--- src/dcbx_pkg.sv ---
// Constants and types for the dual-CPU bus extension block.
// Assumes a single design clock; the phase-2 link clock is sampled as data.
package dcbx_pkg;

  // APB register byte offsets
  localparam logic [4:0] DCBX_OFS_BUSCTL = 5'h00;
  localparam logic [4:0] DCBX_OFS_DDATA  = 5'h04;
  localparam logic [4:0] DCBX_OFS_DDIR   = 5'h08;
  localparam logic [4:0] DCBX_OFS_EDATA  = 5'h0C;
  localparam logic [4:0] DCBX_OFS_ADATA  = 5'h10;

  // Bus control field positions
  localparam int DCBX_BC_ACT  = 7;
  localparam int DCBX_BC_P1   = 4;
  localparam int DCBX_BC_NIBH = 3;
  localparam int DCBX_BC_NIBL = 2;
  localparam int DCBX_BC_MODH = 1;
  localparam int DCBX_BC_MODL = 0;

  // Reset value and all-outputs drive enable
  localparam logic [7:0] DCBX_RST_BYTE = 8'h00;
  localparam logic [7:0] DCBX_ALL_OUT  = 8'hFF;

  // Address map
  localparam logic [15:0] DCBX_PA_ADDR  = 16'h0000;
  localparam logic [8:0]  DCBX_RAM_PG0  = 9'h001;
  localparam logic [8:0]  DCBX_RAM_PG1  = 9'h003;
  localparam logic [7:0]  DCBX_STK_PAGE = 8'h01;
  localparam logic [15:0] DCBX_EXT_LO   = 16'h0200;
  localparam logic [15:0] DCBX_EXT_HI   = 16'hEFFF;
  localparam int          DCBX_RAM_N    = 128;

  // Extension width codes
  typedef enum logic [1:0] {
    DCBX_XM_NONE = 2'h0,
    DCBX_XM_8    = 2'h1,
    DCBX_XM_12   = 2'h2,
    DCBX_XM_16   = 2'h3
  } dcbx_xmode_t;

  // Shared port nibble write codes
  localparam logic [1:0] DCBX_NIB_A_BOTH = 2'h0;
  localparam logic [1:0] DCBX_NIB_AH_BL  = 2'h1;
  localparam logic [1:0] DCBX_NIB_AL_BH  = 2'h2;
  localparam logic [1:0] DCBX_NIB_B_BOTH = 2'h3;

  // One CPU access request
  typedef struct packed {
    logic        valid;
    logic        rnw;
    logic        cpuA;
    logic        sync;
    logic [15:0] addr;
    logic [7:0]  wdata;
  } dcbx_req_t;

  // APB request
  typedef struct packed {
    logic       psel;
    logic       penable;
    logic       pwrite;
    logic [4:0] paddr;
    logic [31:0] pwdata;
  } dcbx_apb_t;

endpackage

--- src/dcbx_bus_ext.sv ---
// Bus extension logic: multiplexed low address/data port, upper address
// port, stack page mapping, shared port nibble control, APB registers.
// Assumes the CPU core holds its request until done, and that the phase-2
// clock arrives asynchronously and is far slower than mclk.
//
// Overview of operation
// - Port carries low address then data on the same eight pins.
// - Memory select strobe is low while low address is on the port.
// - Memory select strobe is still produced when port is plain I/O.
// - Bits 1-0 of bus control select none, 8-, 12- or 16-bit extension.
// - In 8-bit mode the upper port keeps its normal output use.
// - In 16-bit mode all upper port pins carry A8 to A15.
// - In 12-bit mode low four upper pins carry A8-A11; rest normal.
// - Phase-2, read/write, fetch and active-CPU signals are driven out.
// - Bit 4 clear: 0180-01FF reaches the same RAM as 0080-00FF.
// - Bit 4 set and extended: 0100-01FF goes to external memory.
// - Bit 7 reads high for first CPU active, low for second.
// - Bits 3-2 choose which CPU writes each shared port nibble.
// - Either CPU may read all eight shared port bits any time.
// - Each CPU may reach 59.5K bytes of external memory map.
`timescale 1ns/10ps

module dcbx_bus_ext
  import dcbx_pkg::*;
#(
  parameter logic [15:0] EXT_END = DCBX_EXT_HI
) (
  // Clock, reset, enable
  input  wire logic       mclk,
  input  wire logic       rst,
  input  wire logic       ce,
  // APB slave
  input  wire dcbx_apb_t  apbReq,
  output logic [31:0]     prdata,
  output logic            pready,
  output logic            pslverr,
  // CPU access port
  input  wire dcbx_req_t  cpuReq,
  output logic [7:0]      cpuRdata,
  output logic            cpuDone,
  // Phase-2 link clock pin
  input  wire logic       phi2Pin,
  // Multiplexed address/data pins
  input  wire logic [7:0] muxAddrDataIn,
  output logic [7:0]      muxAddrDataOut,
  output logic [7:0]      muxAddrDataOe,
  // Upper address pins
  output logic [7:0]      upperAddressOut,
  // Bus control pins
  output logic            extMemSelectN,
  output logic            phi2Out,
  output logic            rnwOut,
  output logic            syncOut,
  output logic            cpuAActiveOut,
  // Shared general port pins
  output logic [7:0]      sharedGeneralPortOut
);

  if (EXT_END <= DCBX_EXT_LO) begin : gChk
    $error("EXT_END must lie above the external base");
  end

  typedef enum logic [1:0] {ST_IDLE, ST_WAIT, ST_ADDR, ST_DATA} dcbx_st_t;

  typedef struct packed {
    dcbx_st_t                      st;
    dcbx_xmode_t                   mode;
    logic                          p1Ext;
    logic [1:0]                    nib;
    logic [7:0]                    ddata;
    logic [7:0]                    ddir;
    logic [7:0]                    edata;
    logic [7:0]                    adata;
    logic [DCBX_RAM_N-1:0][7:0]    ram;
    logic                          phiS1;
    logic                          phiS2;
    logic                          phiPrev;
    logic [7:0]                    mdS1;
    logic [7:0]                    mdS2;
    logic [15:0]                   addr;
    logic [7:0]                    wdata;
    logic                          rnw;
    logic [31:0]                   prdata;
    logic                          pready;
    logic                          pslverr;
    logic [7:0]                    rdata;
    logic                          done;
    logic [7:0]                    muxOut;
    logic [7:0]                    muxOe;
    logic [7:0]                    upper;
    logic                          emsN;
    logic                          phi2O;
    logic                          rnwO;
    logic                          syncO;
    logic                          actO;
  } dcbx_state_t;

  dcbx_state_t cur_ff;
  dcbx_state_t nxt_ff;

  // Which nibbles (hi, lo) the given CPU may write
  function automatic logic [1:0] nibMask(input logic [1:0] code,
                                         input logic       isA);
    logic [1:0] m;
    m = 2'b00;
    case (code)
      DCBX_NIB_A_BOTH: m = isA ? 2'b11 : 2'b00;
      DCBX_NIB_AH_BL:  m = isA ? 2'b10 : 2'b01;
      DCBX_NIB_AL_BH:  m = isA ? 2'b01 : 2'b10;
      DCBX_NIB_B_BOTH: m = isA ? 2'b00 : 2'b11;
      default:         m = 2'b00;
    endcase
    return m;
  endfunction

  // Write selected nibbles of a byte
  function automatic logic [7:0] nibWrite(input logic [7:0] old,
                                          input logic [7:0] val,
                                          input logic [1:0] m);
    logic [7:0] r;
    r = old;
    if (m[1]) begin
      r[7:4] = val[7:4];
    end
    if (m[0]) begin
      r[3:0] = val[3:0];
    end
    return r;
  endfunction

  // Bus control byte as software reads it
  function automatic logic [7:0] busCtl(input dcbx_state_t s);
    logic [7:0] b;
    b = DCBX_RST_BYTE;
    b[DCBX_BC_ACT] = s.actO;
    b[DCBX_BC_P1] = s.p1Ext;
    b[DCBX_BC_NIBH:DCBX_BC_NIBL] = s.nib;
    b[DCBX_BC_MODH:DCBX_BC_MODL] = s.mode;
    return b;
  endfunction

  // APB access phase present on the bus
  function automatic logic apbAccess(input dcbx_apb_t r);
    return r.psel && r.penable;
  endfunction

  logic       extended;
  logic       inRam;
  logic [6:0] ramIdx;
  logic       isExt;
  logic       apbHit;
  logic       apbDo;
  logic       phiRise;
  logic       phiFall;

  // Address decode of the pending CPU request
  always_comb begin
    extended = (cur_ff.mode != DCBX_XM_NONE);
    ramIdx = cpuReq.addr[6:0];
    // Page one aliases page zero RAM unless mapped out
    inRam = (cpuReq.addr[15:7] == DCBX_RAM_PG0)
            || ((cpuReq.addr[15:7] == DCBX_RAM_PG1)
                && !(cur_ff.p1Ext && extended));
    // Stack page leaves the chip only when mapped out and extended
    isExt = ((cpuReq.addr >= DCBX_EXT_LO) && (cpuReq.addr <= EXT_END))
            || ((cpuReq.addr[15:8] == DCBX_STK_PAGE)
                && cur_ff.p1Ext && extended);
    // Edges of the synchronised phase-2 clock
    phiRise = cur_ff.phiS2 && !cur_ff.phiPrev;
    phiFall = !cur_ff.phiS2 && cur_ff.phiPrev;
    apbHit = (apbReq.paddr == DCBX_OFS_BUSCTL) || (apbReq.paddr == DCBX_OFS_DDATA)
             || (apbReq.paddr == DCBX_OFS_DDIR) || (apbReq.paddr == DCBX_OFS_EDATA)
             || (apbReq.paddr == DCBX_OFS_ADATA);
    // Write lands only at the edge that samples pready high
    apbDo = apbAccess(apbReq) && cur_ff.pready;
  end

  // Next state
  always_comb begin
    nxt_ff = cur_ff;
    // Two-stage pin synchronisers
    nxt_ff.phiS1 = phi2Pin;
    nxt_ff.phiS2 = cur_ff.phiS1;
    nxt_ff.phiPrev = cur_ff.phiS2;
    nxt_ff.mdS1 = muxAddrDataIn;
    nxt_ff.mdS2 = cur_ff.mdS1;
    // Debug and control outputs follow the core
    nxt_ff.phi2O = cur_ff.phiS2;
    nxt_ff.actO = cpuReq.cpuA;
    // Done is a one-cycle pulse
    nxt_ff.done = 1'b0;

    // APB: answer one cycle into the access phase
    nxt_ff.pready = apbAccess(apbReq) && !cur_ff.pready;
    // Unmapped offsets answer with an error and drop writes
    nxt_ff.pslverr = nxt_ff.pready && !apbHit;
    nxt_ff.prdata = '0;
    if (nxt_ff.pready && !apbReq.pwrite) begin
      case (apbReq.paddr)
        DCBX_OFS_BUSCTL: nxt_ff.prdata[7:0] = busCtl(cur_ff);
        DCBX_OFS_DDATA:  nxt_ff.prdata[7:0] = cur_ff.ddata;
        DCBX_OFS_DDIR:   nxt_ff.prdata[7:0] = cur_ff.ddir;
        DCBX_OFS_EDATA:  nxt_ff.prdata[7:0] = cur_ff.edata;
        DCBX_OFS_ADATA:  nxt_ff.prdata[7:0] = cur_ff.adata;
        default:         nxt_ff.prdata = '0;
      endcase
    end
    if (apbDo && apbReq.pwrite) begin
      case (apbReq.paddr)
        DCBX_OFS_BUSCTL: begin
          nxt_ff.mode = dcbx_xmode_t'(apbReq.pwdata[DCBX_BC_MODH:DCBX_BC_MODL]);
          nxt_ff.p1Ext = apbReq.pwdata[DCBX_BC_P1];
          nxt_ff.nib = apbReq.pwdata[DCBX_BC_NIBH:DCBX_BC_NIBL];
        end
        DCBX_OFS_DDATA: nxt_ff.ddata = apbReq.pwdata[7:0];
        DCBX_OFS_DDIR:  nxt_ff.ddir = apbReq.pwdata[7:0];
        DCBX_OFS_EDATA: nxt_ff.edata = apbReq.pwdata[7:0];
        default:        nxt_ff.ddata = cur_ff.ddata;
      endcase
    end

    // CPU access sequencing
    case (cur_ff.st)
      ST_IDLE: begin
        // Done guard keeps a still-held request from running twice
        if (cpuReq.valid && !cur_ff.done) begin
          nxt_ff.addr = cpuReq.addr;
          nxt_ff.wdata = cpuReq.wdata;
          nxt_ff.rnw = cpuReq.rnw;
          if (isExt) begin
            nxt_ff.st = ST_WAIT;
          end else begin
            // Internal targets answer at once
            nxt_ff.done = 1'b1;
            // Unmapped internal space reads as zero
            nxt_ff.rdata = DCBX_RST_BYTE;
            if (cpuReq.addr == DCBX_PA_ADDR) begin
              if (cpuReq.rnw) begin
                nxt_ff.rdata = cur_ff.adata;
              end else begin
                nxt_ff.adata = nibWrite(cur_ff.adata, cpuReq.wdata,
                                        nibMask(cur_ff.nib, cpuReq.cpuA));
              end
            end else if (inRam) begin
              if (cpuReq.rnw) begin
                nxt_ff.rdata = cur_ff.ram[ramIdx];
              end else begin
                nxt_ff.ram[ramIdx] = cpuReq.wdata;
              end
            end
          end
        end
      end
      ST_WAIT: begin
        // Address phase starts as phase 2 falls
        if (phiFall) begin
          nxt_ff.st = ST_ADDR;
          nxt_ff.emsN = 1'b0;
          // Control lines move with the strobe for the latches
          nxt_ff.rnwO = cur_ff.rnw;
          nxt_ff.syncO = cpuReq.sync;
        end
      end
      ST_ADDR: begin
        // Data phase while phase 2 is high
        if (phiRise) begin
          nxt_ff.st = ST_DATA;
          nxt_ff.emsN = 1'b1;
        end
      end
      ST_DATA: begin
        if (phiFall) begin
          nxt_ff.st = ST_IDLE;
          nxt_ff.done = 1'b1;
          // Pins lag two cycles; the data phase is longer than that
          nxt_ff.rdata = (cur_ff.rnw && extended) ? cur_ff.mdS2 : DCBX_RST_BYTE;
          nxt_ff.rnwO = 1'b1;
          nxt_ff.syncO = 1'b0;
        end
      end
      default: nxt_ff.st = ST_IDLE;
    endcase

    // Multiplexed port: bus owns it when extended, else plain I/O
    // Direction register is ignored while extended so it cannot
    // fight the external address latch
    if (!extended) begin
      nxt_ff.muxOut = cur_ff.ddata;
      nxt_ff.muxOe = cur_ff.ddir;
    end else if (nxt_ff.st == ST_ADDR) begin
      nxt_ff.muxOut = cur_ff.addr[7:0];
      nxt_ff.muxOe = DCBX_ALL_OUT;
    end else if (nxt_ff.st == ST_DATA && !cur_ff.rnw) begin
      nxt_ff.muxOut = cur_ff.wdata;
      nxt_ff.muxOe = DCBX_ALL_OUT;
    end else begin
      nxt_ff.muxOut = cur_ff.ddata;
      nxt_ff.muxOe = DCBX_RST_BYTE;
    end

    // Upper port by extension width
    case (cur_ff.mode)
      DCBX_XM_16: nxt_ff.upper = cur_ff.addr[15:8];
      DCBX_XM_12: nxt_ff.upper = {cur_ff.edata[7:4], cur_ff.addr[11:8]};
      // Pins not claimed by the bus keep the output register
      default:    nxt_ff.upper = cur_ff.edata;
    endcase
  end

  // State register
  always_ff @(posedge mclk or posedge rst) begin
    if (rst) begin
      // Strobe and read line rest high, all else clears
      cur_ff <= '0;
      cur_ff.st <= ST_IDLE;
      cur_ff.mode <= DCBX_XM_NONE;
      cur_ff.emsN <= 1'b1;
      cur_ff.rnwO <= 1'b1;
    end else if (ce) begin
      cur_ff <= nxt_ff;
    end
  end

  // Outputs straight from the state register
  assign prdata = cur_ff.prdata;
  assign pready = cur_ff.pready;
  assign pslverr = cur_ff.pslverr;
  assign cpuRdata = cur_ff.rdata;
  assign cpuDone = cur_ff.done;
  assign muxAddrDataOut = cur_ff.muxOut;
  assign muxAddrDataOe = cur_ff.muxOe;
  assign upperAddressOut = cur_ff.upper;
  assign extMemSelectN = cur_ff.emsN;
  assign phi2Out = cur_ff.phi2O;
  assign rnwOut = cur_ff.rnwO;
  assign syncOut = cur_ff.syncO;
  assign cpuAActiveOut = cur_ff.actO;
  assign sharedGeneralPortOut = cur_ff.adata;

endmodule

--- config.mk ---
export PLATFORM = sky130hd
export DESIGN_NAME = dcbx_bus_ext
export DESIGN_NICKNAME = d
export VERILOG_FILES = /design/src/dcbx_pkg.sv /design/src/dcbx_bus_ext.sv
export SDC_FILE = /design/constraint.sdc
export NUM_CORES = 2
export LEC_CHECK = 0
export BUFFER_PORTS_ARGS = -buffer_cell sky130_fd_sc_hd__buf_2
export CAP_MARGIN = 15
export CORE_UTILIZATION = 49
export CTS_CLUSTER_SIZE = 25
export DETAILED_ROUTE_END_ITERATION = 10
export PLACE_DENSITY = 0.65
export SLEW_MARGIN = 25
export SYNTH_ARGS = -nofsm -noshare
export SYNTH_HDL_FRONTEND = slang
export SYNTH_SLANG_ARGS = --single-unit
--- constraint.sdc ---
create_clock -name mclk -period 124.7 [get_ports mclk]
set_clock_uncertainty 0.1 [all_clocks]
set_input_delay 37.41 -clock mclk [delete_from_list [all_inputs] [get_ports mclk]]
set_output_delay 37.41 -clock mclk [all_outputs]
set_load 0.01 [all_outputs]
==> impl_metrics.env <==
export IMPL_yosys_area_top_type="dfrtp_1"
export IMPL_dp_cells=5264
export IMPL_hold_violations=0
export IMPL_period_share_pct=33.4
export IMPL_grt_pass1_wl_um=246000
export IMPL_finalSetupViolations=0
export IMPL_cts_tree="yes"
export IMPL_slew_viol_final=0
export IMPL_track_usage_pct=29.8
export IMPL_cp_end_kind="flip-flop"
export IMPL_worstSkewPairLatency_ns=0.72
export IMPL_cts_setup_buffers=0
export IMPL_num_nets_final=4069
export IMPL_firstDrtPassIters=6
export IMPL_max_slew_margin_rel_pct=24.6
export IMPL_critPathKind="primary input to flip-flop"
export IMPL_start_util_pct=49.7
export IMPL_drt_wl_total_um=165000
export IMPL_cts_root_buf="clkbuf_16"
export IMPL_vdd_drop_max_uv=12.2
export IMPL_fmax_mhz=24.0
export IMPL_cts_made_buffers=120
export IMPL_tightest_slew_ns=1.12
export IMPL_yosysTopAreaCellShare_pct=53.9
export IMPL_synth_common_cells="dfrtp_1 (1152), mux2_2 (646), mux2_1 (558)"
export IMPL_cp_data_arrival_time_ns=42.20
export IMPL_total_leakage_power_nw=29.7
export IMPL_viasPerCell=6.50
export IMPL_hpwl_um=103000
export IMPL_antenna_found_initial=3
export IMPL_timing_rr_end="cur_ff[924]"
export IMPL_status="finished, final reports clean"
export IMPL_yosys_warnings=0
export IMPL_synth_edff_count=0
export IMPL_cts_buffer_depth=3
export IMPL_ctsResizeCount=0
export IMPL_ys_seq_elements=1154
export IMPL_drive_gt1_share_pct=29.3
export IMPL_synth_distinct_cells=80
export IMPL_ant_nets=0
export IMPL_period_needed_ns=41.69
export IMPL_yosys_top_cells_area="dfrtp_1 (54%), mux2_2 (14%), mux2_1 (12%), a221oi_1 (2.0%), mux2i_1 (1.7%)"
export IMPL_num_rows=120
export IMPL_path_clk_slew_ns=0.06
export IMPL_drt_iter0_drc=3478
export IMPL_syn_instance_count=4010
export IMPL_die_width_um=332
export IMPL_postCtsHoldBufs=0
export IMPL_die_y_um=332
export IMPL_core_um2=108000
export IMPL_worstRegToRegCells=10
export IMPL_crit_fanout=39
export IMPL_fin_cells=5478
export IMPL_yosysSeqAreaShare_pct=54.0
export IMPL_worstPathRequired_ns=125.21
export IMPL_setup_tns_ns=0
export IMPL_route_detailed_wl_per_inst_um=30.1
export IMPL_grt_pass1_vias=35500
export IMPL_area_growth_pct=10.1
export IMPL_ys_async_sr_fraction_pct=100
export IMPL_vias=35600
export IMPL_synthFlopType="dfrtp_1"
export IMPL_hold_end="cur_ff[81]"
export IMPL_grt_max_degree=137
export IMPL_portBuffers=111
export IMPL_ioPinCount=160
export IMPL_drc=0
export IMPL_gp_congestion=0.907
export IMPL_power_density_nw_per_um2=13.7
export IMPL_avgSynthCellArea_um2=13.3
export IMPL_start_kind="primary input"
export IMPL_htree_levels=3
export IMPL_die_area_um2=111000
export IMPL_overflow=0
export IMPL_synthesis_area_um2=53500
export IMPL_rsz0062_at_grt="no"
export IMPL_r2r_start="cur_ff[1177]"
export IMPL_reg2reg_slack_ns=120.56
export IMPL_clock_sinks=1154
export IMPL_min_from="cur_ff[81]"
export IMPL_min_path_type="flip-flop to flip-flop"
export IMPL_hold_depth=2
export IMPL_synth_most_common_cell="dfrtp_1"
export IMPL_maxCapViolations=0
-- stage by stage --
| stage | worst slack [ns] | instance area (µm²) | util, % | hold slack [ns] | power (mW) |
|---|---|---|---|---|---|
| 3_3_place_gp | 82.59 | 55000 | 51.1 | 0.362 | 0.456 |
| 3_5_place_dp | 82.54 | 55000 | 51.1 | 0.366 | 0.456 |
| 4_1_cts | 83.29 | 58900 | 54.7 | 0.379 | 0.811 |
| 6_report | 83.01 | 58900 | 54.7 | 0.376 | 0.808 |
| 2_1_floorplan | 54.69 | 53600 | - | 0.342 | 0.433 |
| 5_1_grt | 83.17 | 58900 | 54.7 | 0.400 | 0.832 |
-- per-layer routing --
metal | vias up | GRT usage (%) | wire length, µm
li1 | 14800 | - | -
met1 | 19000 | 42.1 | 71100
met2 | 1439 | 44.9 | 73100
met3 | 362 | 6.82 | 14000
met4 | 4 | 11.0 | 6400
met5 | - | 0 | 33
-- registers in the layout, indices dropped and copies added (netlist names) --
register	flops
cur_ff	1098
phi2Out	1
upperAddressOut	8
pready	1
cpuAActiveOut	1
pslverr	1
muxAddrDataOe	8
syncOut	1
prdata	8
sharedGeneralPortOut	8
cpuRdata	8
extMemSelectN	1
rnwOut	1
muxAddrDataOut	8
cpuDone	1
-- kinds of logic (layout without fill, tap and decap cells) --
logic type               Yosys count  count (layout)  synth area share [%]
adder cells (fa/ha/maj)            4               4                0.0935
AO/OA/AOI/OAI                    650             650                  8.91
other                              1              25               0.00701
buffers and inverters            389             430                  3.47
AND/OR/NAND/NOR                  476             476                  4.87
XOR/XNOR                           2               2                0.0327
multiplexers                    1334            1334                  28.7
flip-flops                      1154            1154                  54.0
-- critical path, stage by stage --
cell and delay (ns):
buf_8 0.26, buf_4 0.61, buf_4 0.67, nor3b_4 0.15, buf_4 0.41, a22o_1 0.29, nor3_1 0.46, o22ai_1 0.18
nor4_1 0.84, nand4_1 0.37, a221o_1 0.38
-- worst max-delay path by stage --
stage | from | end | slack (ns) | depth (start not counted)
CTS | cpuReq[8] | cpuRdata[4] | 83.29 | 10
global placement | cpuReq[8] | cpuRdata[4] | 82.59 | 10
detailed placement | cpuReq[8] | cpuRdata[4] | 82.54 | 10
floorplan | rst | cpuAActiveOut | 54.69 | 1
global route | cpuReq[8] | cpuRdata[7] | 83.17 | 10
finish | cpuReq[8] | cpuRdata[0] | 83.01 | 11
-- power breakdown --
part	leakage, nW	switching, mW	internal (mW)
combinational	11.8	0.0466	0.0179
clock	1.93	0.151	0.206
sequential	16.0	0.00455	0.381
total	29.7	0.203	0.605
-- placed cells by master (no fill, tap or decap), drive strengths merged, types with 24 or more instances in the layout --
| cell type | count |
|---|---|
| nor3 | 31 |
| mux4 | 38 |
| a221oi | 121 |
| o21ai | 66 |
| nand2 | 241 |
| nor2 | 89 |
| mux2i | 92 |
| a22oi | 117 |
| o22ai | 29 |
| mux2 | 1204 |
| clkbuf | 193 |
| a21oi | 108 |
| dfrtp | 1152 |
| buf | 204 |
| a22o | 35 |
| conb | 24 |
-- area by class of cell --
cell class | count | area, µm²
Inverter | 15 | 65.1
Clock inverter | 18 | 165
Fill cell | 8946 | 48700
Sequential cell | 1154 | 28900
Timing Repair Buffer | 204 | 1390
Antenna cell | 1 | 2.50
Clock buffer | 193 | 3720
Tap cell | 1403 | 1760
Multi-Input combinational cell | 2490 | 23000
Power figures use the tool's default switching activity.
